`config.mk`:
```
export PLATFORM = sky130hd
export DESIGN_NAME = utvf_fault_cfg
export DESIGN_NICKNAME = d
export VERILOG_FILES = /design/src/utvf_pkg.sv /design/src/utvf_fault_cfg.sv
export SDC_FILE = /design/constraint.sdc
export NUM_CORES = 1
export LEC_CHECK = 0
export ABC_AREA = 1
export BUFFER_PORTS_ARGS = -buffer_cell sky130_fd_sc_hd__buf_2
export CAP_MARGIN = 0
export CORE_UTILIZATION = 25
export DETAILED_ROUTE_END_ITERATION = 8
export GPL_TIMING_DRIVEN = 0
export PLACE_DENSITY = 0.53
export SLEW_MARGIN = 10
export SYNTH_ARGS = -nofsm -noshare
export SYNTH_HDL_FRONTEND = slang
export SYNTH_SLANG_ARGS = --single-unit
```
`constraint.sdc`:
```
create_clock -name clk_sys -period 4.65 [get_ports clk_sys]
set_input_delay 0.6975 -clock clk_sys [delete_from_list [all_inputs] [get_ports clk_sys]]
set_output_delay 0.6975 -clock clk_sys [all_outputs]
set_load 0.005 [all_outputs]
```
`src/utvf_pkg.sv`:
```
// constants, command carrier and state codes for the under-temp / input-overvoltage fault block
package utvf_pkg;

    // command codes of the three threshold / action registers
    localparam logic [7:0] UTVF_CMD_UT_LIMIT = 8'h53;
    localparam logic [7:0] UTVF_CMD_UT_ACTION = 8'h54;
    localparam logic [7:0] UTVF_CMD_VIN_OV_LIMIT = 8'h55;

    // reset values
    localparam logic [15:0] UTVF_UT_LIMIT_RST = 16'he530;
    localparam logic [7:0] UTVF_UT_ACTION_RST = 8'h80;
    localparam logic [15:0] UTVF_VIN_OV_LIMIT_RST = 16'hda00;

    // two-byte word: signed exponent and signed mantissa
    localparam int UTVF_EXP_HI = 15;
    localparam int UTVF_EXP_LO = 11;
    localparam int UTVF_MANT_HI = 10;
    localparam int UTVF_FIX_W = 40;
    localparam int UTVF_FIX_FRAC = 8;

    // action byte fields
    localparam int UTVF_RESP_HI = 7;
    localparam int UTVF_RESP_LO = 6;
    localparam logic [1:0] UTVF_RESP_RETRY = 2'b10;
    localparam int UTVF_RETRY_HI = 5;
    localparam int UTVF_RETRY_LO = 3;
    localparam int UTVF_DELAY_HI = 2;
    localparam int UTVF_DELAY_LO = 0;

    // accepted ranges, in fixed point with UTVF_FIX_FRAC fraction bits
    localparam logic signed [39:0] UTVF_UT_MIN = -(40'sd55 <<< UTVF_FIX_FRAC);
    localparam logic signed [39:0] UTVF_UT_MAX = 40'sd25 <<< UTVF_FIX_FRAC;
    localparam logic signed [39:0] UTVF_VIN_MIN = 40'sd0;
    localparam logic signed [39:0] UTVF_VIN_MAX = 40'sd18 <<< UTVF_FIX_FRAC;

    // retry timing
    localparam int UTVF_CLK_HZ = 20_000_000;
    localparam int UTVF_RETRY_STEP_MS = 35;
    localparam int UTVF_RETRY_STEP_CYC = UTVF_CLK_HZ / 1000 * UTVF_RETRY_STEP_MS;
    localparam int UTVF_CNT_W = 24;

    // fault channels
    localparam int UTVF_CH_UT = 0;
    localparam int UTVF_CH_VIN = 1;
    localparam int UTVF_NUM_CH = 2;

    typedef struct packed {
        logic valid;
        logic write;
        logic [7:0] code;
        logic [15:0] data;
    } utvf_cmd_t;

    typedef enum logic [3:0] {
        UTVF_ST_RUN = 4'b0001,
        UTVF_ST_DELAY = 4'b0010,
        UTVF_ST_GATE = 4'b0100,
        UTVF_ST_LATCH = 4'b1000
    } utvf_state_t;

    // mantissa times two to the exponent, as signed fixed point
    function automatic logic signed [39:0] utvf_lin_to_fix(input logic [15:0] w);
        logic signed [4:0] n;
        logic signed [39:0] y;
        n = signed'(w[UTVF_EXP_HI:UTVF_EXP_LO]);
        y = signed'({{29{w[UTVF_MANT_HI]}}, w[UTVF_MANT_HI:0]});
        y = y <<< UTVF_FIX_FRAC;
        if (n >= 0) begin
            return y <<< 5'(n);
        end
        return y >>> 5'(-n);
    endfunction

endpackage

```
`src/utvf_fault_cfg.sv`:
```
// under-temperature and input-overvoltage fault thresholds, action register and retry sequencing
// Behaviour
// - hold a programmable under-temperature fault threshold in degrees Celsius
// - thresholds are exponent/mantissa words valued mantissa times two to exponent
// - under-temperature threshold accepts -55 to +25 C; other writes refused
// - input overvoltage threshold accepts 0 to 18 V; other writes refused
// - under-temperature retry waits until temperature rises above its warning
// - overvoltage retry waits until input voltage drops below its warning
// - action bits 7:6 = 10 disable then retry per 5:3; other codes unused
// - taken under-temperature response pulls alert low and sets fault bit
// - fault bits stay set until a clear-faults command
// - retry field 000 keeps output off until device restart
// - retry 001-111 keeps retrying until off command, bias loss, latched fault on the other channel
// - retry interval is (delay field plus one) times 35 ms
// - the same delay runs from fault detection to first restart
// - action register resets to 80h, disable without retry
// - overvoltage restart begins only once voltage is under its warning
`timescale 1ns/100ps
module utvf_fault_cfg
    import utvf_pkg::*;
#(
    parameter int RETRY_STEP_CYCLES = UTVF_RETRY_STEP_CYC
) (
    // clock and reset
    input wire logic clk_sys,
    input wire logic rstn,
    // command port
    input wire utvf_cmd_t cmd,
    input wire logic clear_faults,
    output logic [15:0] rd_data_q,
    output logic rd_valid_q,
    output logic wr_refused_q,
    // telemetry and neighbouring settings
    input wire logic [15:0] meas_temp,
    input wire logic [15:0] meas_vin,
    input wire logic [15:0] ut_warn_limit,
    input wire logic [15:0] vin_ov_warn_limit,
    input wire logic [7:0] vin_ov_action,
    input wire logic enable_cmd,
    // output control and status
    output logic output_enable_q,
    output logic [1:0] fault_status_q,
    output logic host_alert_line_o,
    output logic host_alert_line_oe_n
);

    localparam logic [UTVF_CNT_W-1:0] STEP_LAST = UTVF_CNT_W'(RETRY_STEP_CYCLES - 1);

    // register file
    logic [15:0] ut_limit_q, ut_limit_d;
    logic [7:0] ut_action_q, ut_action_d;
    logic [15:0] vin_limit_q, vin_limit_d;
    logic [15:0] rd_data_d;
    logic rd_valid_d, wr_refused_d;
    logic signed [39:0] wr_fix;
    logic wr_en;

    always_comb begin
        ut_limit_d = ut_limit_q;
        ut_action_d = ut_action_q;
        vin_limit_d = vin_limit_q;
        rd_data_d = rd_data_q;
        rd_valid_d = 1'b0;
        wr_refused_d = 1'b0;
        wr_fix = utvf_lin_to_fix(cmd.data);
        wr_en = cmd.valid && cmd.write;
        if (wr_en) begin
            case (cmd.code)
                UTVF_CMD_UT_LIMIT: begin
                    if (wr_fix >= UTVF_UT_MIN && wr_fix <= UTVF_UT_MAX) begin
                        ut_limit_d = cmd.data;
                    end else begin
                        wr_refused_d = 1'b1;
                    end
                end
                UTVF_CMD_UT_ACTION: ut_action_d = cmd.data[7:0];
                UTVF_CMD_VIN_OV_LIMIT: begin
                    if (wr_fix >= UTVF_VIN_MIN && wr_fix <= UTVF_VIN_MAX) begin
                        vin_limit_d = cmd.data;
                    end else begin
                        wr_refused_d = 1'b1;
                    end
                end
                default: wr_refused_d = 1'b1;
            endcase
        end else if (cmd.valid) begin
            rd_valid_d = 1'b1;
            case (cmd.code)
                UTVF_CMD_UT_LIMIT: rd_data_d = ut_limit_q;
                UTVF_CMD_UT_ACTION: rd_data_d = {8'h00, ut_action_q};
                UTVF_CMD_VIN_OV_LIMIT: rd_data_d = vin_limit_q;
                default: rd_data_d = 16'h0000;
            endcase
        end
    end

    always_ff @(posedge clk_sys or negedge rstn) begin
        if (!rstn) begin
            ut_limit_q <= UTVF_UT_LIMIT_RST;
            ut_action_q <= UTVF_UT_ACTION_RST;
            vin_limit_q <= UTVF_VIN_OV_LIMIT_RST;
            rd_data_q <= 16'h0000;
            rd_valid_q <= 1'b0;
            wr_refused_q <= 1'b0;
        end else begin
            ut_limit_q <= ut_limit_d;
            ut_action_q <= ut_action_d;
            vin_limit_q <= vin_limit_d;
            rd_data_q <= rd_data_d;
            rd_valid_q <= rd_valid_d;
            wr_refused_q <= wr_refused_d;
        end
    end

    // detection and recovery per channel
    logic [UTVF_NUM_CH-1:0] fault_det, recovered, latched, taken, running;
    logic [7:0] action [UTVF_NUM_CH];

    assign fault_det[UTVF_CH_UT] = utvf_lin_to_fix(meas_temp) < utvf_lin_to_fix(ut_limit_q);
    assign fault_det[UTVF_CH_VIN] = utvf_lin_to_fix(meas_vin) > utvf_lin_to_fix(vin_limit_q);
    // restart gating relies on the host keeping warnings on the safe side
    assign recovered[UTVF_CH_UT] = utvf_lin_to_fix(meas_temp) > utvf_lin_to_fix(ut_warn_limit);
    assign recovered[UTVF_CH_VIN] = utvf_lin_to_fix(meas_vin) < utvf_lin_to_fix(vin_ov_warn_limit);
    assign action[UTVF_CH_UT] = ut_action_q;
    assign action[UTVF_CH_VIN] = vin_ov_action;

    // one retry sequencer per fault channel
    for (genvar i = 0; i < UTVF_NUM_CH; i++) begin : g_seq
        utvf_state_t st_q, st_d;
        logic [UTVF_CNT_W-1:0] cyc_q, cyc_d;
        logic [2:0] step_q, step_d;
        logic resp_on, other_latched;

        assign resp_on = action[i][UTVF_RESP_HI:UTVF_RESP_LO] == UTVF_RESP_RETRY;
        assign other_latched = |(latched & ~(UTVF_NUM_CH'(1) << i));
        assign latched[i] = st_q == UTVF_ST_LATCH;
        assign running[i] = st_q == UTVF_ST_RUN;
        assign taken[i] = running[i] && enable_cmd && fault_det[i] && resp_on;

        always_comb begin
            st_d = st_q;
            cyc_d = cyc_q;
            step_d = step_q;
            case (st_q)
                UTVF_ST_RUN: begin
                    if (taken[i]) begin
                        cyc_d = '0;
                        step_d = 3'd0;
                        if (action[i][UTVF_RETRY_HI:UTVF_RETRY_LO] == 3'd0) begin
                            st_d = UTVF_ST_LATCH;
                        end else begin
                            st_d = UTVF_ST_DELAY;
                        end
                    end
                end
                UTVF_ST_DELAY: begin
                    if (other_latched) begin
                        st_d = UTVF_ST_LATCH;
                    end else if (!enable_cmd) begin
                        st_d = UTVF_ST_RUN;
                    end else if (cyc_q == STEP_LAST) begin
                        cyc_d = '0;
                        step_d = step_q + 3'd1;
                        if (step_q == action[i][UTVF_DELAY_HI:UTVF_DELAY_LO]) begin
                            st_d = UTVF_ST_GATE;
                        end
                    end else begin
                        cyc_d = cyc_q + UTVF_CNT_W'(1);
                    end
                end
                UTVF_ST_GATE: begin
                    if (other_latched) begin
                        st_d = UTVF_ST_LATCH;
                    end else if (!enable_cmd || recovered[i]) begin
                        st_d = UTVF_ST_RUN;
                    end
                end
                UTVF_ST_LATCH: st_d = UTVF_ST_LATCH;
                default: st_d = UTVF_ST_LATCH;
            endcase
        end

        always_ff @(posedge clk_sys or negedge rstn) begin
            if (!rstn) begin
                st_q <= UTVF_ST_RUN;
                cyc_q <= '0;
                step_q <= 3'd0;
            end else begin
                st_q <= st_d;
                cyc_q <= cyc_d;
                step_q <= step_d;
            end
        end
    end

    // status, alert and output enable
    logic [1:0] status_d;
    logic out_en_d;

    always_comb begin
        // a fault taken in the clearing cycle still latches
        status_d = clear_faults ? 2'b00 : fault_status_q;
        status_d = status_d | taken;
        out_en_d = enable_cmd && (&running) && !(|taken);
    end

    always_ff @(posedge clk_sys or negedge rstn) begin
        if (!rstn) begin
            fault_status_q <= 2'b00;
            output_enable_q <= 1'b0;
        end else begin
            fault_status_q <= status_d;
            output_enable_q <= out_en_d;
        end
    end

    // open-drain alert: pulled low while any fault bit is held
    assign host_alert_line_o = 1'b0;
    assign host_alert_line_oe_n = ~(|fault_status_q);

endmodule

```
==> results.yml <==
logic_synthesis:
  synth_compound_gate_area_share_pct: 24.7
  post_synth_and_or_nand_nor_area_fraction_pct: 37.3
  netlist_top_cells_area: "sky130_fd_sc_hd__nand2_1, sky130_fd_sc_hd__dfrtp_1, sky130_fd_sc_hd__o21ai_0"
  synth_top_family_by_area: "simple AND/OR/NAND/NOR gates"
  synth_top_cell_by_area: "sky130_fd_sc_hd__nand2_1"
  post_synth_num_cell_types: 74
  post_synth_mux_area_share_pct: 0.833
  syn_area_um2: 20700
  average_instance_area_after_synthesis_um2: 5.72
  synth-seq-area-share_pct: 14.9
  synth_top_cell_area_share_pct: 20.7
  synth_fa_ha_area_share_pct: 9.05
  yosysWarningCount: 0
  yosys_register_bits: 123
  count_of_mapped_cells_out_of_synthesis: 3628
  synth_edf_count: 0
  synthesis.nets: 3880
  asyncSetResetFlopFracSynth_pct: 100
  post_synth_xor_area_fraction_pct: 2.36
  postSynth.topFlopCell: "sky130_fd_sc_hd__dfrtp_1"
clock_tree:
  h-tree-depth: 4
  worstSkewPairLatency_ns: 0.43
  cts_max_path_buffers: 2
  cts_sinks: 123
  root_buffer: "sky130_fd_sc_hd__clkbuf_16"
  clkTransAtPathRegs_ns: 0.06
  tritoncts.num_buffers: 17
  tritoncts_clock_tree: "built"
layout:
  final-seq-area_um2: 3100
  finalNonFillerCells: 4881
  areaGrowthSynthToFinish_pct: 16.7
  design.final.nets: 4049
  multi_input_area_um2: 15900
  fillCellCount: 9321
  layout_cells_sized_above_1_pct: 12.0
worst_setup_path:
  r2r-start: "vin_limit_q[12]"
  ff_to_ff_path_depth: 34
  path_delay_family: "simple AND/OR/NAND/NOR gates"
  worstSetupEndpoint: "g_seq[0].cyc_q[19]"
  worstPathArrival_ns: 4.69
  worstPathBufferInverterCount: 7
  criticalPathCategory: "in -> reg"
  cp_num_cells: 28
  ff2ff_setup_slack_ns: 0.29
  critical-path-top-cell-by-count: "sky130_fd_sc_hd__nand2_1"
  critical_path_required_ns: 4.97
  crit_fanout: 10
  critical_path.startpoint_type: "primary input"
  critPathCaptureType: "register"
  worstReg2RegEnd: "g_seq[1].step_q[2]"
  timing.critical_path.slowest_cell_delay_ns: 0.35
  critical-path-slowest-cell: "sky130_fd_sc_hd__ha_1"
  worst_setup_path_startpoint: "meas_temp[12]"
power:
  power.leakage_uw: 0.0117
  power.total_uw: 4670
  powerDensity_nw_per_um2: 193
  vdd_ir_drop_max_v: 0.000173
sta:
  finalClockSkew_ns: 0.00872
  final.min_clock_period_ns: 4.37
  timing_worst_slew_pin_value_ns: 1.15
  timing_max_transition_violations_final: 0
  report.final.setup_viol: 0
  hold-worst-slack_ns: 0.191
  max-slew-margin-rel_pct: 22.9
  period_share_pct: 94.0
  report.final.hold_viol_count: 0
  max_clock_freq_mhz: 229
global_route:
  first_global_vias: 22400
  gr-total-overflow: 0
  global_route_wire_length_before_repair_um: 120000
  grtUsageTotal_pct: 17.3
  grt_antenna_before_repair: 1
  grt_start_max_net_pins: 85
placed_design:
  place_congestion: 0.940
  portBuffers: 112
  dp_hpwl_um: 61600
  place_inst: 4811
floorplanning:
  die_w_um: 290
  num_io_pins: 125
  design.die.area_um2: 84100
  chipHeight_um: 290
  floorplan.initialDensity_pct: 25.3
  design.core.area_um2: 82100
  rows: 105
route:
  viasPerCell: 5.05
  drt-pass1-iter-count: 6
  drt-wirelength-per-cell_um: 15.6
  wl_um: 75900
  detail_route.iter0.violations: 2169
  route.vias.total: 24600
  drc: 0
  postRouteAntennaNets: 0
hold_path:
  hold_class: "in -> async"
outcome:
  status: "completed"
job:
  timing.max_cap.violations: 0
==> flip-flops by register name (all words and copies together) (netlist names) <==
signal           flops
g_seq.cyc_q         48
rd_data_q           16
ut_limit_q          16
vin_limit_q         16
g_seq.st_q           8
ut_action_q          8
g_seq.step_q         6
fault_status_q       2
output_enable_q      1
rd_valid_q           1
wr_refused_q         1
==> what timing repair did <==
item / CTS / global route
setup endpoints to repair: 65 / 65
resized for setup: 64 / 149
buffers inserted: 6 / 44
pin swaps: 4 / 22
endpoints found under the hold margin: 0 / 0
hold buffers: 0 / 0
==> routing by layer <==
| layer | routed length, um | vias up | track usage (%) |
|---|---|---|---|
| met4 | 968 | 0 | 3.00 |
| met1 | 37600 | 11300 | 25.4 |
| li1 | - | 12600 | - |
| met3 | 3730 | 76 | 1.52 |
| met2 | 33600 | 756 | 27.5 |
| met5 | 0 | - | 0 |
==> worst reg2reg max path: cells and delay by family, from the launching register on <==
kind | cells | cell delay [ns]
simple gates | 20 | 1.62
fa+ha+maj | 2 | 0.45
xor+xnor | 1 | 0.18
compound gates | 4 | 0.59
buf+inv | 7 | 0.84
flops | 1 | 0.56
==> worst min path at each step <==
stage                     depth (start not counted)           from  slack [ns]            endpoint
after floorplan                                   0           rstn        0.40   fault_status_q[0]
after global placement                            2  rd_data_q[13]        0.46       rd_data_q[13]
after detailed placement                          2  rd_data_q[15]        0.46       rd_data_q[15]
after global routing                              1           rstn        0.21  g_seq[0].cyc_q[12]
final                                             1           rstn        0.19   g_seq[1].cyc_q[8]
after CTS                                         1           rstn        0.19   g_seq[1].cyc_q[8]
==> area by class of cell <==
| cell class | count | area share, % |
|---|---|---|
| clock inverters | 14 | 0.801 |
| well taps | 1070 | 5.53 |
| multi-input cells | 2954 | 65.6 |
| flip-flops and latches | 123 | 12.8 |
| plain buffers | 149 | 3.25 |
| inverters | 389 | 6.18 |
| repair buffers | 163 | 4.01 |
| clock buffers | 18 | 1.81 |
| diodes | 1 | 0.0103 |
==> report_power, final <==
group / internal (uW) / switching [uW]
Clock: 911 / 526
Sequential: 1150 / 102
Combinational: 681 / 1300
==> cell usage after synthesis, types with 11 or more instances <==
cell type	count
sky130_fd_sc_hd__a21oi_1	217
sky130_fd_sc_hd__a22oi_1	16
sky130_fd_sc_hd__a31oi_1	43
sky130_fd_sc_hd__buf_2	28
sky130_fd_sc_hd__buf_4	15
sky130_fd_sc_hd__clkbuf_1	100
sky130_fd_sc_hd__dfrtp_1	108
sky130_fd_sc_hd__dfstp_2	15
sky130_fd_sc_hd__ha_1	150
sky130_fd_sc_hd__inv_1	353
sky130_fd_sc_hd__inv_2	28
sky130_fd_sc_hd__mux2i_1	15
sky130_fd_sc_hd__nand2_1	1145
sky130_fd_sc_hd__nand3_1	227
sky130_fd_sc_hd__nand4_1	53
sky130_fd_sc_hd__nor2_1	279
sky130_fd_sc_hd__nor3_1	53
sky130_fd_sc_hd__nor4_1	19
sky130_fd_sc_hd__o211ai_1	38
sky130_fd_sc_hd__o21a_1	20
sky130_fd_sc_hd__o21ai_0	395
sky130_fd_sc_hd__o21ai_1	37
sky130_fd_sc_hd__o21ai_2	14
sky130_fd_sc_hd__o221ai_1	15
sky130_fd_sc_hd__o22ai_1	19
sky130_fd_sc_hd__or2_2	11
sky130_fd_sc_hd__xnor2_1	14
sky130_fd_sc_hd__xor2_1	30
==> kinds of logic (layout without fill, tap and decap cells) <==
group	after synthesis	count (layout)
simple gates	1842	1842
compound gates	895	895
buf+inv	551	733
fa+ha+maj	150	150
flops	123	123
xor+xnor	49	49
mux	17	17
other cells	1	2
==> cell usage in the layout, fill, tap and decap left out, drive strengths merged, types with 5 or more instances in the layout <==
master    count
nor4         19
a21oi       219
dfstp        15
a22o          7
and2          5
o221ai       15
dfrtp       108
nor3         53
o311ai       10
nand3b        9
nand4        53
clkinvlp      9
clkinv        9
mux2i        15
buf         218
a22oi        16
a221oi       10
xnor2        15
o21ai       446
nand3       234
o22ai        19
clkbuf      112
a31oi        43
o211ai       38
or2          13
o31ai         9
nand2      1156
a211oi        9
a21boi       13
ha          150
o21a         20
nor2        294
xor2         34
inv         381
==> through the flow <==
| step | instance area (um^2) | util, % | setup TNS, ns | setup WS (ns) |
|---|---|---|---|---|
| after global placement | 22600 | 27.6 | -51.38 | -1.08 |
| after detailed placement | 22700 | 27.6 | -50.50 | -1.05 |
| after CTS | 23600 | 28.7 | 0 | 0.00104 |
| after floorplan | 20700 | - | 0 | 0.106 |
| final | 24200 | 29.5 | 0 | 0.280 |
| after global routing | 24200 | 29.5 | -0.334 | -0.0225 |
Power figures use the tool's default switching activity.
